<file path="src/dsdbi_pkg.sv">
// dsdbi_pkg: constants and types of the door short detect and bypass interlock
// assumes a 20 MHz clock and an AXI4-Lite register bus with 32-bit data
`default_nettype none

package dsdbi_pkg;

  // clock and timing
  localparam int CLK_NS        = 50;
  localparam int SETTLE_NS     = 100000;
  localparam int SETTLE_CYC    = (SETTLE_NS + CLK_NS - 1) / CLK_NS;
  localparam int CNT_W         = 12;

  // register map
  localparam int ADDR_W        = 4;
  localparam logic [ADDR_W-1:0] CTRL_OFS   = 4'h0;
  localparam logic [ADDR_W-1:0] STATUS_OFS = 4'h4;
  localparam int CTRL_W        = 4;
  localparam logic [CTRL_W-1:0] CTRL_RST   = 4'h0;

  // control fields
  localparam int C_ADV         = 0;
  localparam int C_RELEV       = 1;
  localparam int C_ASYNC       = 2;
  localparam int C_MANUAL      = 3;

  // status fields
  localparam int S_FAULT       = 0;
  localparam int S_HEALTHY     = 1;
  localparam int S_SHORT       = 3;
  localparam int S_BP_ANY      = 4;
  localparam int S_BP_BAD      = 5;
  localparam int S_CODE        = 8;
  localparam logic [7:0] FAULT_CODE = 8'h5C;

  // AXI responses
  localparam logic [1:0] RESP_OKAY   = 2'h0;
  localparam logic [1:0] RESP_SLVERR = 2'h2;

  // synchronised pin vector layout
  localparam int P_FCD   = 0;
  localparam int P_RDC   = 1;
  localparam int P_CLIM  = 2;
  localparam int P_OLIM  = 4;
  localparam int P_OPEN  = 6;
  localparam int P_ADVRUN = 8;
  localparam int P_INSP  = 9;
  localparam int P_EMER  = 10;
  localparam int P_BPL   = 11;
  localparam int P_BPC   = 12;
  localparam int P_BPLC  = 13;
  localparam int P_BPLK  = 14;
  localparam int P_CMON  = 15;
  localparam int P_MOVE  = 16;
  localparam int NPIN    = 17;

  typedef enum logic [1:0] {CK_IDLE, CK_OPEN, CK_SHORT, CK_PASS} dsdbi_ck_type;

endpackage : dsdbi_pkg

`default_nettype wire

</file>
<file path="src/dsdbi_top.sv">
// dsdbi_top: door short detection and door bypass interlock with AXI4-Lite registers
// assumes door and bypass pins are asynchronous; RST_I is the power-on reset
//
// Decided for this implementation: the address map and the AXI4-Lite register port.
`default_nettype none

module dsdbi_top
  import dsdbi_pkg::*;
(
  // clock and reset
  input  wire logic              CLK_I,
  input  wire logic              RST_I,
  // door contact pins
  input  wire logic              FRONT_CAR_DOOR_HV_INPUT_I,
  input  wire logic              REAR_DOOR_CONTACT_INPUT_I,
  input  wire logic              FRONT_CLOSE_LIMIT_I,
  input  wire logic              REAR_CLOSE_LIMIT_I,
  input  wire logic              FRONT_OPEN_LIMIT_I,
  input  wire logic              REAR_OPEN_LIMIT_I,
  input  wire logic              FRONT_DOOR_OPENING_I,
  input  wire logic              REAR_DOOR_OPENING_I,
  // operating state pins
  input  wire logic              ADVANCE_RELEVEL_RUN_I,
  input  wire logic              INSPECTION_MODE_I,
  input  wire logic              EMERGENCY_ELEC_MODE_I,
  input  wire logic              CAR_MOVING_I,
  // bypass pins
  input  wire logic              BYPASS_LANDING_I,
  input  wire logic              BYPASS_CAR_I,
  input  wire logic              BYPASS_LANDING_CLOSED_I,
  input  wire logic              BYPASS_LANDING_LOCK_I,
  input  wire logic              CAR_DOOR_CLOSED_MON_I,
  // safety board and interlock outputs
  output logic                   LOCK_SHORT_COMMAND_O,
  output logic                   AUX_STOP_OUTPUT_A_O,
  output logic                   AUX_STOP_OUTPUT_B_O,
  output logic                   DOOR_SHORT_FAULT_O,
  output logic                   NORMAL_RUN_OK_O,
  output logic                   AUTO_DOOR_EN_O,
  output logic                   MOTION_PERMIT_O,
  output logic                   BUZZER_O,
  output logic                   FLASH_LIGHT_O,
  // AXI4-Lite slave
  input  wire logic              AXI_AWVALID_I,
  output logic                   AXI_AWREADY_O,
  input  wire logic [ADDR_W-1:0] AXI_AWADDR_I,
  input  wire logic              AXI_WVALID_I,
  output logic                   AXI_WREADY_O,
  input  wire logic [31:0]       AXI_WDATA_I,
  input  wire logic [3:0]        AXI_WSTRB_I,
  output logic                   AXI_BVALID_O,
  input  wire logic              AXI_BREADY_I,
  output logic [1:0]             AXI_BRESP_O,
  input  wire logic              AXI_ARVALID_I,
  output logic                   AXI_ARREADY_O,
  input  wire logic [ADDR_W-1:0] AXI_ARADDR_I,
  output logic                   AXI_RVALID_O,
  input  wire logic              AXI_RREADY_I,
  output logic [31:0]            AXI_RDATA_O,
  output logic [1:0]             AXI_RRESP_O
);

  typedef struct packed {
    logic [NPIN-1:0]   s1;
    logic [NPIN-1:0]   s2;
    logic [CTRL_W-1:0] ctrl;
    dsdbi_ck_type [1:0] ck;
    logic [1:0][CNT_W-1:0] cnt;
    logic [1:0]        healthy;
    logic              fault;
    logic              insp_prev;
    logic              aw_got;
    logic [ADDR_W-1:0] aw_addr;
    logic              w_got;
    logic [31:0]       w_data;
    logic              w_lane0;
    logic              bvalid;
    logic [1:0]        bresp;
    logic              rvalid;
    logic [31:0]       rdata;
    logic [1:0]        rresp;
  } dsdbi_state_type;

  dsdbi_state_type st_r;
  dsdbi_state_type st_nxt;

  logic [NPIN-1:0] pins;
  logic            det_en;
  logic            insp_rise;
  logic [1:0]      fail;
  logic            bp_any;
  logic            bp_bad;
  logic            motion_ok;

  // contact input and close limit both released for side s
  function automatic logic released(input logic [NPIN-1:0] p, input int s);
    logic contact;
    contact = (s == 0) ? p[P_FCD] : p[P_RDC];
    return !contact && !p[P_CLIM + s];
  endfunction : released

  function automatic logic [31:0] reg_read(input dsdbi_state_type s,
                                           input logic [ADDR_W-1:0] a);
    logic [31:0] v;
    v = '0;
    if (a == CTRL_OFS) begin
      v[CTRL_W-1:0] = s.ctrl;
    end else if (a == STATUS_OFS) begin
      v[S_FAULT]           = s.fault;
      v[S_HEALTHY +: 2]    = s.healthy;
      v[S_SHORT]           = (s.ck[0] == CK_SHORT) || (s.ck[1] == CK_SHORT);
      v[S_BP_ANY]          = bp_any;
      v[S_BP_BAD]          = bp_bad;
      v[S_CODE +: 8]       = s.fault ? FAULT_CODE : 8'h00;
    end
    return v;
  endfunction : reg_read

  function automatic logic mapped(input logic [ADDR_W-1:0] a);
    return (a == CTRL_OFS) || (a == STATUS_OFS);
  endfunction : mapped

  assign pins = {CAR_MOVING_I, CAR_DOOR_CLOSED_MON_I, BYPASS_LANDING_LOCK_I,
                 BYPASS_LANDING_CLOSED_I, BYPASS_CAR_I, BYPASS_LANDING_I,
                 EMERGENCY_ELEC_MODE_I, INSPECTION_MODE_I, ADVANCE_RELEVEL_RUN_I,
                 REAR_DOOR_OPENING_I, FRONT_DOOR_OPENING_I,
                 REAR_OPEN_LIMIT_I, FRONT_OPEN_LIMIT_I,
                 REAR_CLOSE_LIMIT_I, FRONT_CLOSE_LIMIT_I,
                 REAR_DOOR_CONTACT_INPUT_I, FRONT_CAR_DOOR_HV_INPUT_I};

  // derived interlock terms from control bits and synchronised pins
  assign det_en    = st_r.ctrl[C_ADV] || st_r.ctrl[C_RELEV];
  assign insp_rise = st_r.s2[P_INSP] && !st_r.insp_prev;
  assign bp_any    = st_r.s2[P_BPL] || st_r.s2[P_BPC]
                   || st_r.s2[P_BPLC] || st_r.s2[P_BPLK];
  assign bp_bad    = (st_r.s2[P_BPL] && st_r.s2[P_BPC])
                   || (st_r.ctrl[C_MANUAL] && st_r.s2[P_BPLC]
                       && st_r.s2[P_BPLK]);

  always_comb begin
    motion_ok = 1'b1;
    if (bp_any) begin
      motion_ok = (st_r.s2[P_INSP] || st_r.s2[P_EMER]) && !bp_bad;
      if (st_r.s2[P_BPC] && !st_r.s2[P_CMON]) begin
        motion_ok = 1'b0;
      end
    end else if (st_r.fault && !st_r.s2[P_INSP]) begin
      motion_ok = 1'b0;
    end
  end

  always_comb begin
    st_nxt           = st_r;
    fail             = 2'b00;
    st_nxt.s1        = pins;
    st_nxt.s2        = st_r.s1;
    st_nxt.insp_prev = st_r.s2[P_INSP];

    // per-side checks run independently, so both sides may run at once
    for (int s = 0; s < 2; s++) begin
      case (st_r.ck[s])
        CK_IDLE: begin
          if (det_en && st_r.s2[P_OPEN + s] && st_r.s2[P_ADVRUN]) begin
            st_nxt.ck[s]      = CK_OPEN;
            st_nxt.healthy[s] = 1'b0;
          end
        end
        CK_OPEN: begin
          if (!st_r.s2[P_OPEN + s]) begin
            st_nxt.ck[s] = CK_IDLE;
          end else if (st_r.s2[P_OLIM + s]) begin
            if (!released(st_r.s2, s)) begin
              fail[s]      = 1'b1;
              st_nxt.ck[s] = CK_IDLE;
            end else if (!st_r.s2[P_INSP]) begin
              st_nxt.ck[s]  = CK_SHORT;
              st_nxt.cnt[s] = '0;
            end else begin
              st_nxt.ck[s]      = CK_PASS;
              st_nxt.healthy[s] = 1'b1;
            end
          end
        end
        CK_SHORT: begin
          st_nxt.cnt[s] = st_r.cnt[s] + CNT_W'(1);
          if (st_r.cnt[s] == CNT_W'(SETTLE_CYC - 1)) begin
            if (released(st_r.s2, s)) begin
              st_nxt.ck[s]      = CK_PASS;
              st_nxt.healthy[s] = 1'b1;
            end else begin
              fail[s]      = 1'b1;
              st_nxt.ck[s] = CK_IDLE;
            end
          end
        end
        CK_PASS: begin
          if (!st_r.s2[P_OPEN + s]) begin
            st_nxt.ck[s] = CK_IDLE;
          end
        end
        default: begin
          st_nxt.ck[s] = CK_IDLE;
        end
      endcase
      if (!det_en) begin
        st_nxt.ck[s] = CK_IDLE;
      end
    end

    // latched fault: a new failure wins over the inspection clear
    if (fail != 2'b00) begin
      st_nxt.fault = 1'b1;
    end else if (insp_rise) begin
      st_nxt.fault = 1'b0;
    end

    // write channel: address and data taken in either order
    if (AXI_AWVALID_I && AXI_AWREADY_O) begin
      st_nxt.aw_got  = 1'b1;
      st_nxt.aw_addr = AXI_AWADDR_I;
    end
    if (AXI_WVALID_I && AXI_WREADY_O) begin
      st_nxt.w_got   = 1'b1;
      st_nxt.w_data  = AXI_WDATA_I;
      st_nxt.w_lane0 = AXI_WSTRB_I[0];
    end
    if (st_r.aw_got && st_r.w_got) begin
      st_nxt.aw_got = 1'b0;
      st_nxt.w_got  = 1'b0;
      st_nxt.bvalid = 1'b1;
      st_nxt.bresp  = mapped(st_r.aw_addr) ? RESP_OKAY : RESP_SLVERR;
      if (st_r.aw_addr == CTRL_OFS && st_r.w_lane0) begin
        st_nxt.ctrl = st_r.w_data[CTRL_W-1:0];
      end
    end
    if (st_r.bvalid && AXI_BREADY_I) begin
      st_nxt.bvalid = 1'b0;
    end

    // read channel
    if (AXI_ARVALID_I && AXI_ARREADY_O) begin
      st_nxt.rvalid = 1'b1;
      st_nxt.rdata  = reg_read(st_r, AXI_ARADDR_I);
      st_nxt.rresp  = mapped(AXI_ARADDR_I) ? RESP_OKAY : RESP_SLVERR;
    end else if (st_r.rvalid && AXI_RREADY_I) begin
      st_nxt.rvalid = 1'b0;
    end
  end

  always_ff @(posedge CLK_I or posedge RST_I) begin
    if (RST_I) begin
      st_r      <= '0;
      st_r.ctrl <= CTRL_RST;
    end else begin
      st_r <= st_nxt;
    end
  end

  // outputs
  assign LOCK_SHORT_COMMAND_O = (st_r.ck[0] == CK_SHORT)
                              || (st_r.ck[1] == CK_SHORT);
  assign AUX_STOP_OUTPUT_A_O  = st_r.ctrl[C_ASYNC] && LOCK_SHORT_COMMAND_O;
  assign AUX_STOP_OUTPUT_B_O  = st_r.ctrl[C_ASYNC] && LOCK_SHORT_COMMAND_O;
  assign DOOR_SHORT_FAULT_O   = st_r.fault;
  assign NORMAL_RUN_OK_O      = !st_r.fault && !bp_any;
  assign AUTO_DOOR_EN_O       = !bp_any;
  assign MOTION_PERMIT_O      = motion_ok;
  assign BUZZER_O             = bp_any && st_r.s2[P_MOVE];
  assign FLASH_LIGHT_O        = bp_any && st_r.s2[P_MOVE];
  assign AXI_AWREADY_O        = !st_r.aw_got && !st_r.bvalid;
  assign AXI_WREADY_O         = !st_r.w_got && !st_r.bvalid;
  assign AXI_BVALID_O         = st_r.bvalid;
  assign AXI_BRESP_O          = st_r.bresp;
  assign AXI_ARREADY_O        = !st_r.rvalid;
  assign AXI_RVALID_O         = st_r.rvalid;
  assign AXI_RDATA_O          = st_r.rdata;
  assign AXI_RRESP_O          = st_r.rresp;
endmodule : dsdbi_top

`default_nettype wire

</file>
<file path="config.mk">
export PLATFORM = sky130hd
export DESIGN_NAME = dsdbi_top
export DESIGN_NICKNAME = d
export VERILOG_FILES = /design/src/dsdbi_pkg.sv /design/src/dsdbi_top.sv
export SDC_FILE = /design/constraint.sdc
export NUM_CORES = 1
export LEC_CHECK = 0
export ABC_CLOCK_PERIOD_IN_PS = 2650
export BUFFER_PORTS_ARGS = -buffer_cell sky130_fd_sc_hd__buf_2
export CORE_UTILIZATION = 47
export DETAILED_ROUTE_END_ITERATION = 8
export PLACE_DENSITY = 0.75
export SLEW_MARGIN = 20
export SYNTH_ARGS = -nofsm -noshare
export SYNTH_HDL_FRONTEND = slang
export SYNTH_SLANG_ARGS = --single-unit
export TNS_END_PERCENT = 5
</file>
<file path="constraint.sdc">
create_clock -name CLK_I -period 2.65 [get_ports CLK_I]
set_clock_uncertainty 0.05 [all_clocks]
set_input_delay 0.265 -clock CLK_I [delete_from_list [all_inputs] [get_ports CLK_I]]
set_output_delay 0.265 -clock CLK_I [all_outputs]
set_load 0.05 [all_outputs]
</file>
==> flow_summary.ini, run 1 <==
[outcome]
status = completed

[synthesis]
ys_seq_elements = 92
yosys_warnings = 0
async_flop_share = 1.00
yosysTopAreaCell = dfrtp_1
netlist_area_um2 = 4380
synth.yosys.seq_area_share = 0.526
synth_ff_type = dfrtp_1
synth.distinct_cells = 60
synth_edf_count = 0
synthTopCellsByCount = 92 x dfrtp_1, 39 x buf_4, 35 x nand2_1, 22 x o21ai_0
synth_most_common_cell = dfrtp_1
avgSynthCellArea_um2 = 11.0
synth_cells = 397
synth_top_area_frac = 0.526
synth_area_leaders = dfrtp_1 53%, buf_4 6.7%, mux2_2 4.1%

[placed_design]
placed_area_um2 = 4610
dp_hpwl_mm = 5.28
place_inst = 542
port_buffers = 62
place_congestion = 0.915

[routing]
ant_nets = 0
wirelength_mm = 7.87
via_count = 3051
first_pass_iters = 6
vias_per_cell = 5.30
initialDrtViolationCount = 226
route.detailed.drc = 0
wl_per_cell_um = 13.7

[clock_network]
cts_tree = done
hold_buffers = 18
clkLatencyLatePin_ns = 0.36
htree_num_levels = 3
cts_buffer_depth = 2
root_buffer = clkbuf_8
post_cts_buffers = 0
cts_buffers = 9
clk_pin_slew_worst_paths_ns = 0.10
clkSinkCount = 92
ctsResizeCount = 0

[cells_and_area]
syn_to_final_growth_pct = 14.2
final_cells = 576
design_area_um2 = 5000
fill_cells = 732
drive_gt1_frac = 0.246
nets = 544
n_antenna_cell = 0

[setup_path]
cp.arrival_ns = 2.51
end_kind = register
r2r-end = st_r[96]$_DFFE_PP0P_
reg2reg_depth = 6
cp_cell_sequence = inv_1, ha_1, nor2b_1, a2bb2oi_2, o21ai_0, a22o_1
cp_slowest_cell = a2bb2oi_2
worst-r2r-setup-slack_ns = 0.35
cp_max_fo = 24
startpoint_type = register
reg2reg_from = st_r[108]$_DFFE_PP0P_
worstSetupPathType = reg2reg
required_ns = 2.86
max_stage_delay_ns = 0.74

[grt]
grt_pass1_wl_mm = 13.2
gr-usage-all-layers = 0.173
grt_overflow = 0
grt_max_degree = 93
antenna_found_initial = 0
grt_pass1_vias = 2815

[floorplan]
die_w_um = 98.5
io_pins = 118
die_h_um = 98.5
fp.dieArea_um2 = 9700
coreArea_um2 = 8850
initial_utilization = 0.495
num_rows = 34

[sta]
slew_viol_final = 0
tightest_slew_ns = 0.911
slew_headroom = 0.392
period_minus_slack_ns = 2.30
fin_crit_sh = 0.868
hold_violations = 0
max_freq_mhz = 435
rsz0062_at_grt = false
finalSetupViolations = 0

[pwr]
powerDensity_nw_per_um2 = 715
switching_share = 0.336
p_leak_nw = 2.30
intPower_mw = 2.37
p_sw_mw = 1.20
clock_power_share = 0.279
irDropWorstVdd_mv = 0.426
power_frac_comb = 0.240
seq_power_share = 0.481

[min_path]
hold_path.class = in2reg
min_from = AXI_BREADY_I
holdPathStages = 2
hold_end = AXI_BVALID_O$_DFFE_PP0P_

[flow_run]
maxCapViolCount = 0
[how the worst max path moves through the flow]
stage,from,end,slack [ns],depth (start not counted)
3_3_place_gp,st_r[108]$_DFFE_PP0P_,st_r[103]$_DFFE_PP0P_,0.42,6
2_1_floorplan,st_r[125]$_DFF_PP0_,MOTION_PERMIT_O,-0.003,3
5_1_grt,st_r[108]$_DFFE_PP0P_,st_r[97]$_DFFE_PP0P_,0.12,6
4_1_cts,st_r[108]$_DFFE_PP0P_,st_r[96]$_DFFE_PP0P_,0.36,6
3_5_place_dp,st_r[108]$_DFFE_PP0P_,st_r[96]$_DFFE_PP0P_,0.38,6
6_report,st_r[108]$_DFFE_PP0P_,st_r[96]$_DFFE_PP0P_,0.35,6
[critical path, delay by kind of cell, from the launching register on]
family | cells | cell delay, ns
buf+inv | 1 | 0.12
compound gates | 3 | 1.17
simple gates | 1 | 0.17
fa+ha+maj | 1 | 0.28
flops | 1 | 0.42
[state kept, by name, summed over array words and instances (netlist names)]
| name | count |
|---|---|
| AXI_BRESP_O | 1 |
| AXI_BVALID_O | 1 |
| AXI_RDATA_O | 7 |
| AXI_RRESP_O | 1 |
| AXI_RVALID_O | 1 |
| DOOR_SHORT_FAULT_O | 1 |
| st_nxt | 18 |
| st_r | 62 |
[through the flow]
step	util	setup slack [ns]	TNS (ns)	total power [mW]	hold WS, ns
floorplan	-	-0.00257	-0.00257	2.44	0.246
global placement	0.521	0.424	0	2.56	0.283
CTS	0.565	0.365	0	3.60	0.00757
finish	0.565	0.349	0	3.57	0.0180
detailed placement	0.521	0.375	0	2.59	0.285
global route	0.565	0.117	0	3.76	0.0164
[layer usage]
metal	global-route usage	vias to the layer above	part of all wire
li1	-	1493	-
met4	0.0608	0	0.015
met3	0.0411	9	0.036
met1	0.228	1464	0.47
met5	0	-	0
met2	0.281	85	0.47
[power groups by stage]
stage          Combinational (mW)  Clock [mW]  Sequential, mW
2_1_floorplan               0.702           0            1.74
3_3_place_gp                0.821           0            1.74
3_5_place_dp                0.840           0            1.75
4_1_cts                     0.864        1.02            1.72
5_1_grt                     0.929        1.08            1.74
6_report                    0.858       0.997            1.72
[final cells by class]
type / count / area [um^2] / share of cell area
repair buffers: 82 / 518 / 0.104
clock buffers: 9 / 124 / 0.0248
clock inverters: 7 / 87.6 / 0.0175
flip-flops and latches: 92 / 2300 / 0.461
multi-input cells: 264 / 1780 / 0.355
inverters: 14 / 56.3 / 0.0113
well taps: 108 / 135 / 0.0270
[logic make-up after synthesis]
| kind of cell | count (synthesis) | share of synthesized area |
|---|---|---|
| other cells | 1 | 0.000857 |
| fa+ha+maj | 13 | 0.0372 |
| compound gates | 77 | 0.123 |
| buf+inv | 64 | 0.0921 |
| mux | 24 | 0.0597 |
| flops | 92 | 0.526 |
| simple gates | 126 | 0.162 |
[layout by cell type, fill, tap and decap left out, types with 5 or more instances in the layout]
| master | netlist | final |
|---|---|---|
| dfrtp_1 | 92 | 92 |
| buf_2 | 1 | 62 |
| nand2_1 | 35 | 35 |
| conb_1 | 1 | 24 |
| o21ai_0 | 22 | 22 |
| dlygate4sd3_1 | 0 | 18 |
| mux2_2 | 16 | 16 |
| a21oi_1 | 16 | 16 |
| ha_1 | 13 | 13 |
| inv_1 | 13 | 12 |
| nand3_1 | 12 | 12 |
| nor2_1 | 9 | 9 |
| or3_1 | 9 | 9 |
| clkbuf_8 | 0 | 9 |
| or4_1 | 7 | 7 |
| mux2i_1 | 7 | 7 |
| or2_2 | 6 | 6 |
| nand4_1 | 5 | 5 |
| nand2b_1 | 5 | 5 |
| nor4_1 | 6 | 5 |
| nor2b_1 | 6 | 5 |
| and3_1 | 5 | 5 |
| a22o_1 | 5 | 5 |
Note: power is estimated with default switching activity, not from simulation.
==> inputs of run 2 (changes only) <==
Settings changed: HOLD_SLACK_MARGIN set to 0.12.
==> flow_summary.ini, run 2 (synthesis results as in run 1) <==
[outcome]
status = completed

[sta]
setup_ws_ns = 0.354
slew_viol_final = 0
max_freq_mhz = 436
period_minus_slack_ns = 2.30
rsz0062_at_grt = false
hold_violations = 0
slew_headroom = 0.397
tightest_slew_ns = 0.903
fin_crit_sh = 0.866
fin_hold_ws_ns = 0.164
finalSetupViolations = 0

[floorplan]
die_h_um = 98.5
die_w_um = 98.5
coreArea_um2 = 8850
num_rows = 34
fp.dieArea_um2 = 9700
initial_utilization = 0.495
io_pins = 118

[routing]
initialDrtViolationCount = 261
ant_nets = 0
via_count = 3094
vias_per_cell = 5.27
wl_per_cell_um = 13.7
first_pass_iters = 6
wirelength_mm = 8.05
route.detailed.drc = 0

[flow_run]
maxCapViolCount = 0

[setup_path]
cp.arrival_ns = 2.50
cp_cell_sequence = inv_1, ha_1, nor2b_1, a2bb2oi_2, o21ai_0, a22o_1
cp_slowest_cell = a2bb2oi_2
cp_max_fo = 24
worstSetupPathType = reg2reg
end_kind = register
startpoint_type = register
max_stage_delay_ns = 0.73
required_ns = 2.86

[cells_and_area]
final_cells = 587
nets = 555
syn_to_final_growth_pct = 16.7
drive_gt1_frac = 0.240
n_antenna_cell = 0
final_common_cell = dfrtp_1
mostFrequentLayoutCells = 92 x dfrtp_1, 62 x buf_2, 35 x nand2_1
largest_reg_flops = 62
top_register = st_r

[grt]
grt_pass1_vias = 2859
antenna_found_initial = 0
grt_pass1_wl_mm = 13.3
grt_overflow = 0
grt_max_degree = 93
gr-usage-all-layers = 0.175

[placed_design]
dp_hpwl_mm = 5.28
dp_slack_ns = 0.375
place_congestion = 0.915
place_inst = 542
port_buffers = 62

[clock_network]
ctsResizeCount = 0
cts_buffer_depth = 2
clk_pin_slew_worst_paths_ns = 0.10
hold_buffers = 29
post_cts_buffers = 0
clkLatencyLatePin_ns = 0.36
clkSinkCount = 92
cts_buffers = 9
cts_tree = done
root_buffer = clkbuf_8
htree_num_levels = 3

[min_path]
hold_path.class = in2reg

[pwr]
total_power_mw = 3.59
p_leak_nw = 2.35
powerDensity_nw_per_um2 = 703
irDropWorstVdd_mv = 0.427
## run 2: layout make-up
class	count	area, um^2
Sequential cell	92	2300
Fill cell	715	3740
Timing Repair Buffer	93	628
Clock inverter	7	87.6
Clock buffer	9	124
Inverter	14	56.3
Multi-Input combinational cell	264	1780
Tap cell	108	135
## run 2: power breakdown
part | switching [mW] | internal (mW)
logic | 0.540 | 0.335
clock network | 0.537 | 0.461
registers | 0.131 | 1.59
total | 1.21 | 2.39
## run 2: per-stage QoR
stage | setup TNS, ns | util | cell area (um^2)
after floorplan | -0.00257 | - | 4480
after global placement | 0 | 0.521 | 4610
after detailed placement | 0 | 0.521 | 4610
after CTS | 0 | 0.577 | 5110
after global routing | 0 | 0.577 | 5110
final | 0 | 0.577 | 5110
## run 2: worst paths after layout
path	from	end	slack, ns	cells after the start
hold / removal	AXI_ARADDR_I[0]	AXI_RRESP_O[1]$_DFFE_PP0P_	0.16	3
setup reg to reg	st_r[108]$_DFFE_PP0P_	st_r[96]$_DFFE_PP0P_	0.35	6
max in group asynchronous	RST_I	st_r[104]$_DFFE_PP0P_	1.65	4
hold reg to reg	st_nxt[115]$_DFF_PP0_	st_r[115]$_DFF_PP0_	0.30	0
setup / recovery	st_r[108]$_DFFE_PP0P_	st_r[96]$_DFFE_PP0P_	0.35	6
min in group asynchronous	RST_I	st_r[75]$_DFFE_PP0P_	0.53	4
## run 2: worst max-delay path, delay by kind of cell (launching register included)
family	cells	cell delay (ns)
compound gates	3	1.15
fa+ha+maj	1	0.28
buf+inv	1	0.12
flops	1	0.42
simple gates	1	0.17
## run 2: routing by layer
metal  vias to the layer above  routed length (um)  GRT usage
met5                         -                   0          0
met4                         0                 127     0.0608
met3                        11                 298     0.0411
met2                        89                3860      0.285
met1                      1483                3760      0.230
li1                       1511                   -          -
==> inputs of run 3 (changes only) <==
Settings changed: ABC_CLOCK_PERIOD_IN_PS 2650 to 2900, BUFFER_PORTS_ARGS -buffer_cell sky130_fd_sc_hd__buf_2 to not set, CORE_UTILIZATION 47 to 50, DONT_BUFFER_PORTS set to 1, MAX_ROUTING_LAYER set to met4, PLACE_DENSITY 0.75 to not set.
Clock period 2.65 ns to 2.9 ns, I/O delays scaled along.
==> flow_summary.ini, run 3 (synthesis results as in run 1) <==
[outcome]
status = completed

[sta]
tightest_slew_ns = 0.952
rsz0062_at_grt = false
finalSetupViolations = 0
slew_headroom = 0.365
max_freq_mhz = 413
finalSetupTns_ns = 0
fin_crit_sh = 0.836
period_minus_slack_ns = 2.42
hold_violations = 0
slew_viol_final = 0

[clock_network]
cts_buffer_depth = 2
post_cts_buffers = 0
root_buffer = clkbuf_8
clkLatencyLatePin_ns = 0.35
cts_buffers = 9
cts_tree = done
htree_num_levels = 3
clkSinkCount = 92
ctsResizeCount = 0
clk_pin_slew_worst_paths_ns = 0.10

[setup_path]
worstSetupPathType = reg2out
path_delay_family = buffers and inverters
required_ns = 2.56
cp_cell_sequence = inv_1, ha_1, inv_2, nand2_1, buf_4, and2_1, buf_4
path_buf_inv = 4
cp_common_cell = buf_4
cp_slowest_cell = dfrtp_1
cp_max_fo = 8
max_stage_delay_ns = 0.43
end_kind = output pin
startpoint_type = register
cp.arrival_ns = 2.08

[routing]
vias_per_cell = 5.44
route.detailed.drc = 0
wl_per_cell_um = 14.6
met2_length_mm = 3.61
wl_met1_mm = 3.81
first_pass_iters = 4
top_layer_used = met4
via_count = 2909
wirelength_mm = 7.83
ant_nets = 0
initialDrtViolationCount = 104
routed-wl-met3_um = 296

[floorplan]
initial_utilization = 0.525
die_w_um = 95.6
io_pins = 118
coreArea_um2 = 8340
fp.dieArea_um2 = 9130
die_h_um = 95.6
num_rows = 33

[cells_and_area]
final_common_cell = dfrtp_1
syn_to_final_growth_pct = 11.7
top_register = st_r
mostFrequentLayoutCells = 91 x dfrtp_1, 35 x nand2_1, 33 x dlygate4sd3_1
nets = 506
fill_cells = 669
largest_reg_flops = 62
drive_gt1_frac = 0.149
n_antenna_cell = 0
fin_util = 0.586

[placed_design]
dp_hpwl_mm = 5.13
place_congestion = 0.839
port_buffers = 0

[grt]
antenna_found_initial = 0
gr-usage-all-layers = 0.195
grt_max_degree = 93
grt_pass1_wl_mm = 13.2
grt_pass1_vias = 2814
grt_overflow = 0

[pwr]
powerDensity_nw_per_um2 = 645
total_power_mw = 3.15
p_leak_nw = 2.13
irDropWorstVdd_mv = 0.496

[min_path]
hold_path.class = in2reg

[flow_run]
maxCapViolCount = 0
## run 3: changes by cell type in the layout (fill, tap and decap cells not counted)
| cell | delta |
|---|---|
| clkinv_4 | -1 |
| dfrtp_2 | +1 |
| buf_12 | +1 |
| clkinv_2 | +2 |
| clkinvlp_4 | +2 |
| bufinv_16 | -1 |
| dlygate4sd3_1 | +4 |
| buf_2 | -62 |
| dfrtp_1 | -1 |
| inv_6 | -2 |
| nor2b_2 | +1 |
| nor2b_1 | -1 |
| buf_4 | +8 |
## run 3: power breakdown
group          leakage [nW]  total [mW]  internal (mW)  switching [mW]
registers              1.17        1.65           1.45           0.198
clock network        0.0857       0.812          0.325           0.487
logic                 0.876       0.690          0.293           0.397
total                  2.13        3.15           2.07            1.08
## run 3: routing by layer
metal,vias up,track usage
li1,1410,-
met1,1421,0.258
met2,67,0.307
met3,11,0.0327
met4,0,0.0684
met5,-,-
## run 3: tightest hold or removal path: stages
cell,delay [ns]
nor4_1,0.05
nand2_1,0.09
o21ai_0,0.08
## run 3: through the flow
stage	setup slack [ns]	hold slack, ns	cell area [um^2]	cells
floorplan	0.168	0.271	4480	420
global placement	0.666	0.270	4370	486
detailed placement	0.599	0.271	4370	486
CTS	0.454	0.127	4890	535
global route	0.272	0.161	4890	535
finish	0.476	0.141	4890	535
## run 3: what timing repair did
| action | in CTS | in global routing |
|---|---|---|
| hold endpoints to repair | 128 | 0 |
| hold buffers | 33 | 0 |
| setup endpoints to repair | 0 | 0 |
## run 3: area by class of cell
class	instances	area [um^2]	area share
clock inverters	7	58.8	0.0120
clock buffers	9	124	0.0253
repair buffers	44	438	0.0896
multi-input cells	264	1780	0.364
flip-flops and latches	92	2300	0.471
well taps	105	131	0.0269
inverters	14	53.8	0.0110
## run 3: worst paths after layout
| check | endpoint | from | slack (ns) | cells after the start |
|---|---|---|---|---|
| max | AUX_STOP_OUTPUT_A_O | st_r[105]$_DFFE_PP0P_ | 0.48 | 7 |
| min reg2reg | st_r[118]$_DFF_PP0_ | st_nxt[118]$_DFF_PP0_ | 0.30 | 0 |
| min | AXI_RDATA_O[5]$_DFFE_PP0P_ | AXI_ARADDR_I[0] | 0.14 | 3 |
| min in group asynchronous | st_r[119]$_DFF_PP0_ | RST_I | 0.47 | 3 |
| max reg2reg | AXI_RDATA_O[4]$_DFFE_PP0P_ | AXI_RVALID_O$_DFFE_PP0P_ | 0.49 | 5 |
| max in group asynchronous | AXI_RDATA_O[12]$_DFFE_PP0P_ | RST_I | 1.97 | 3 |
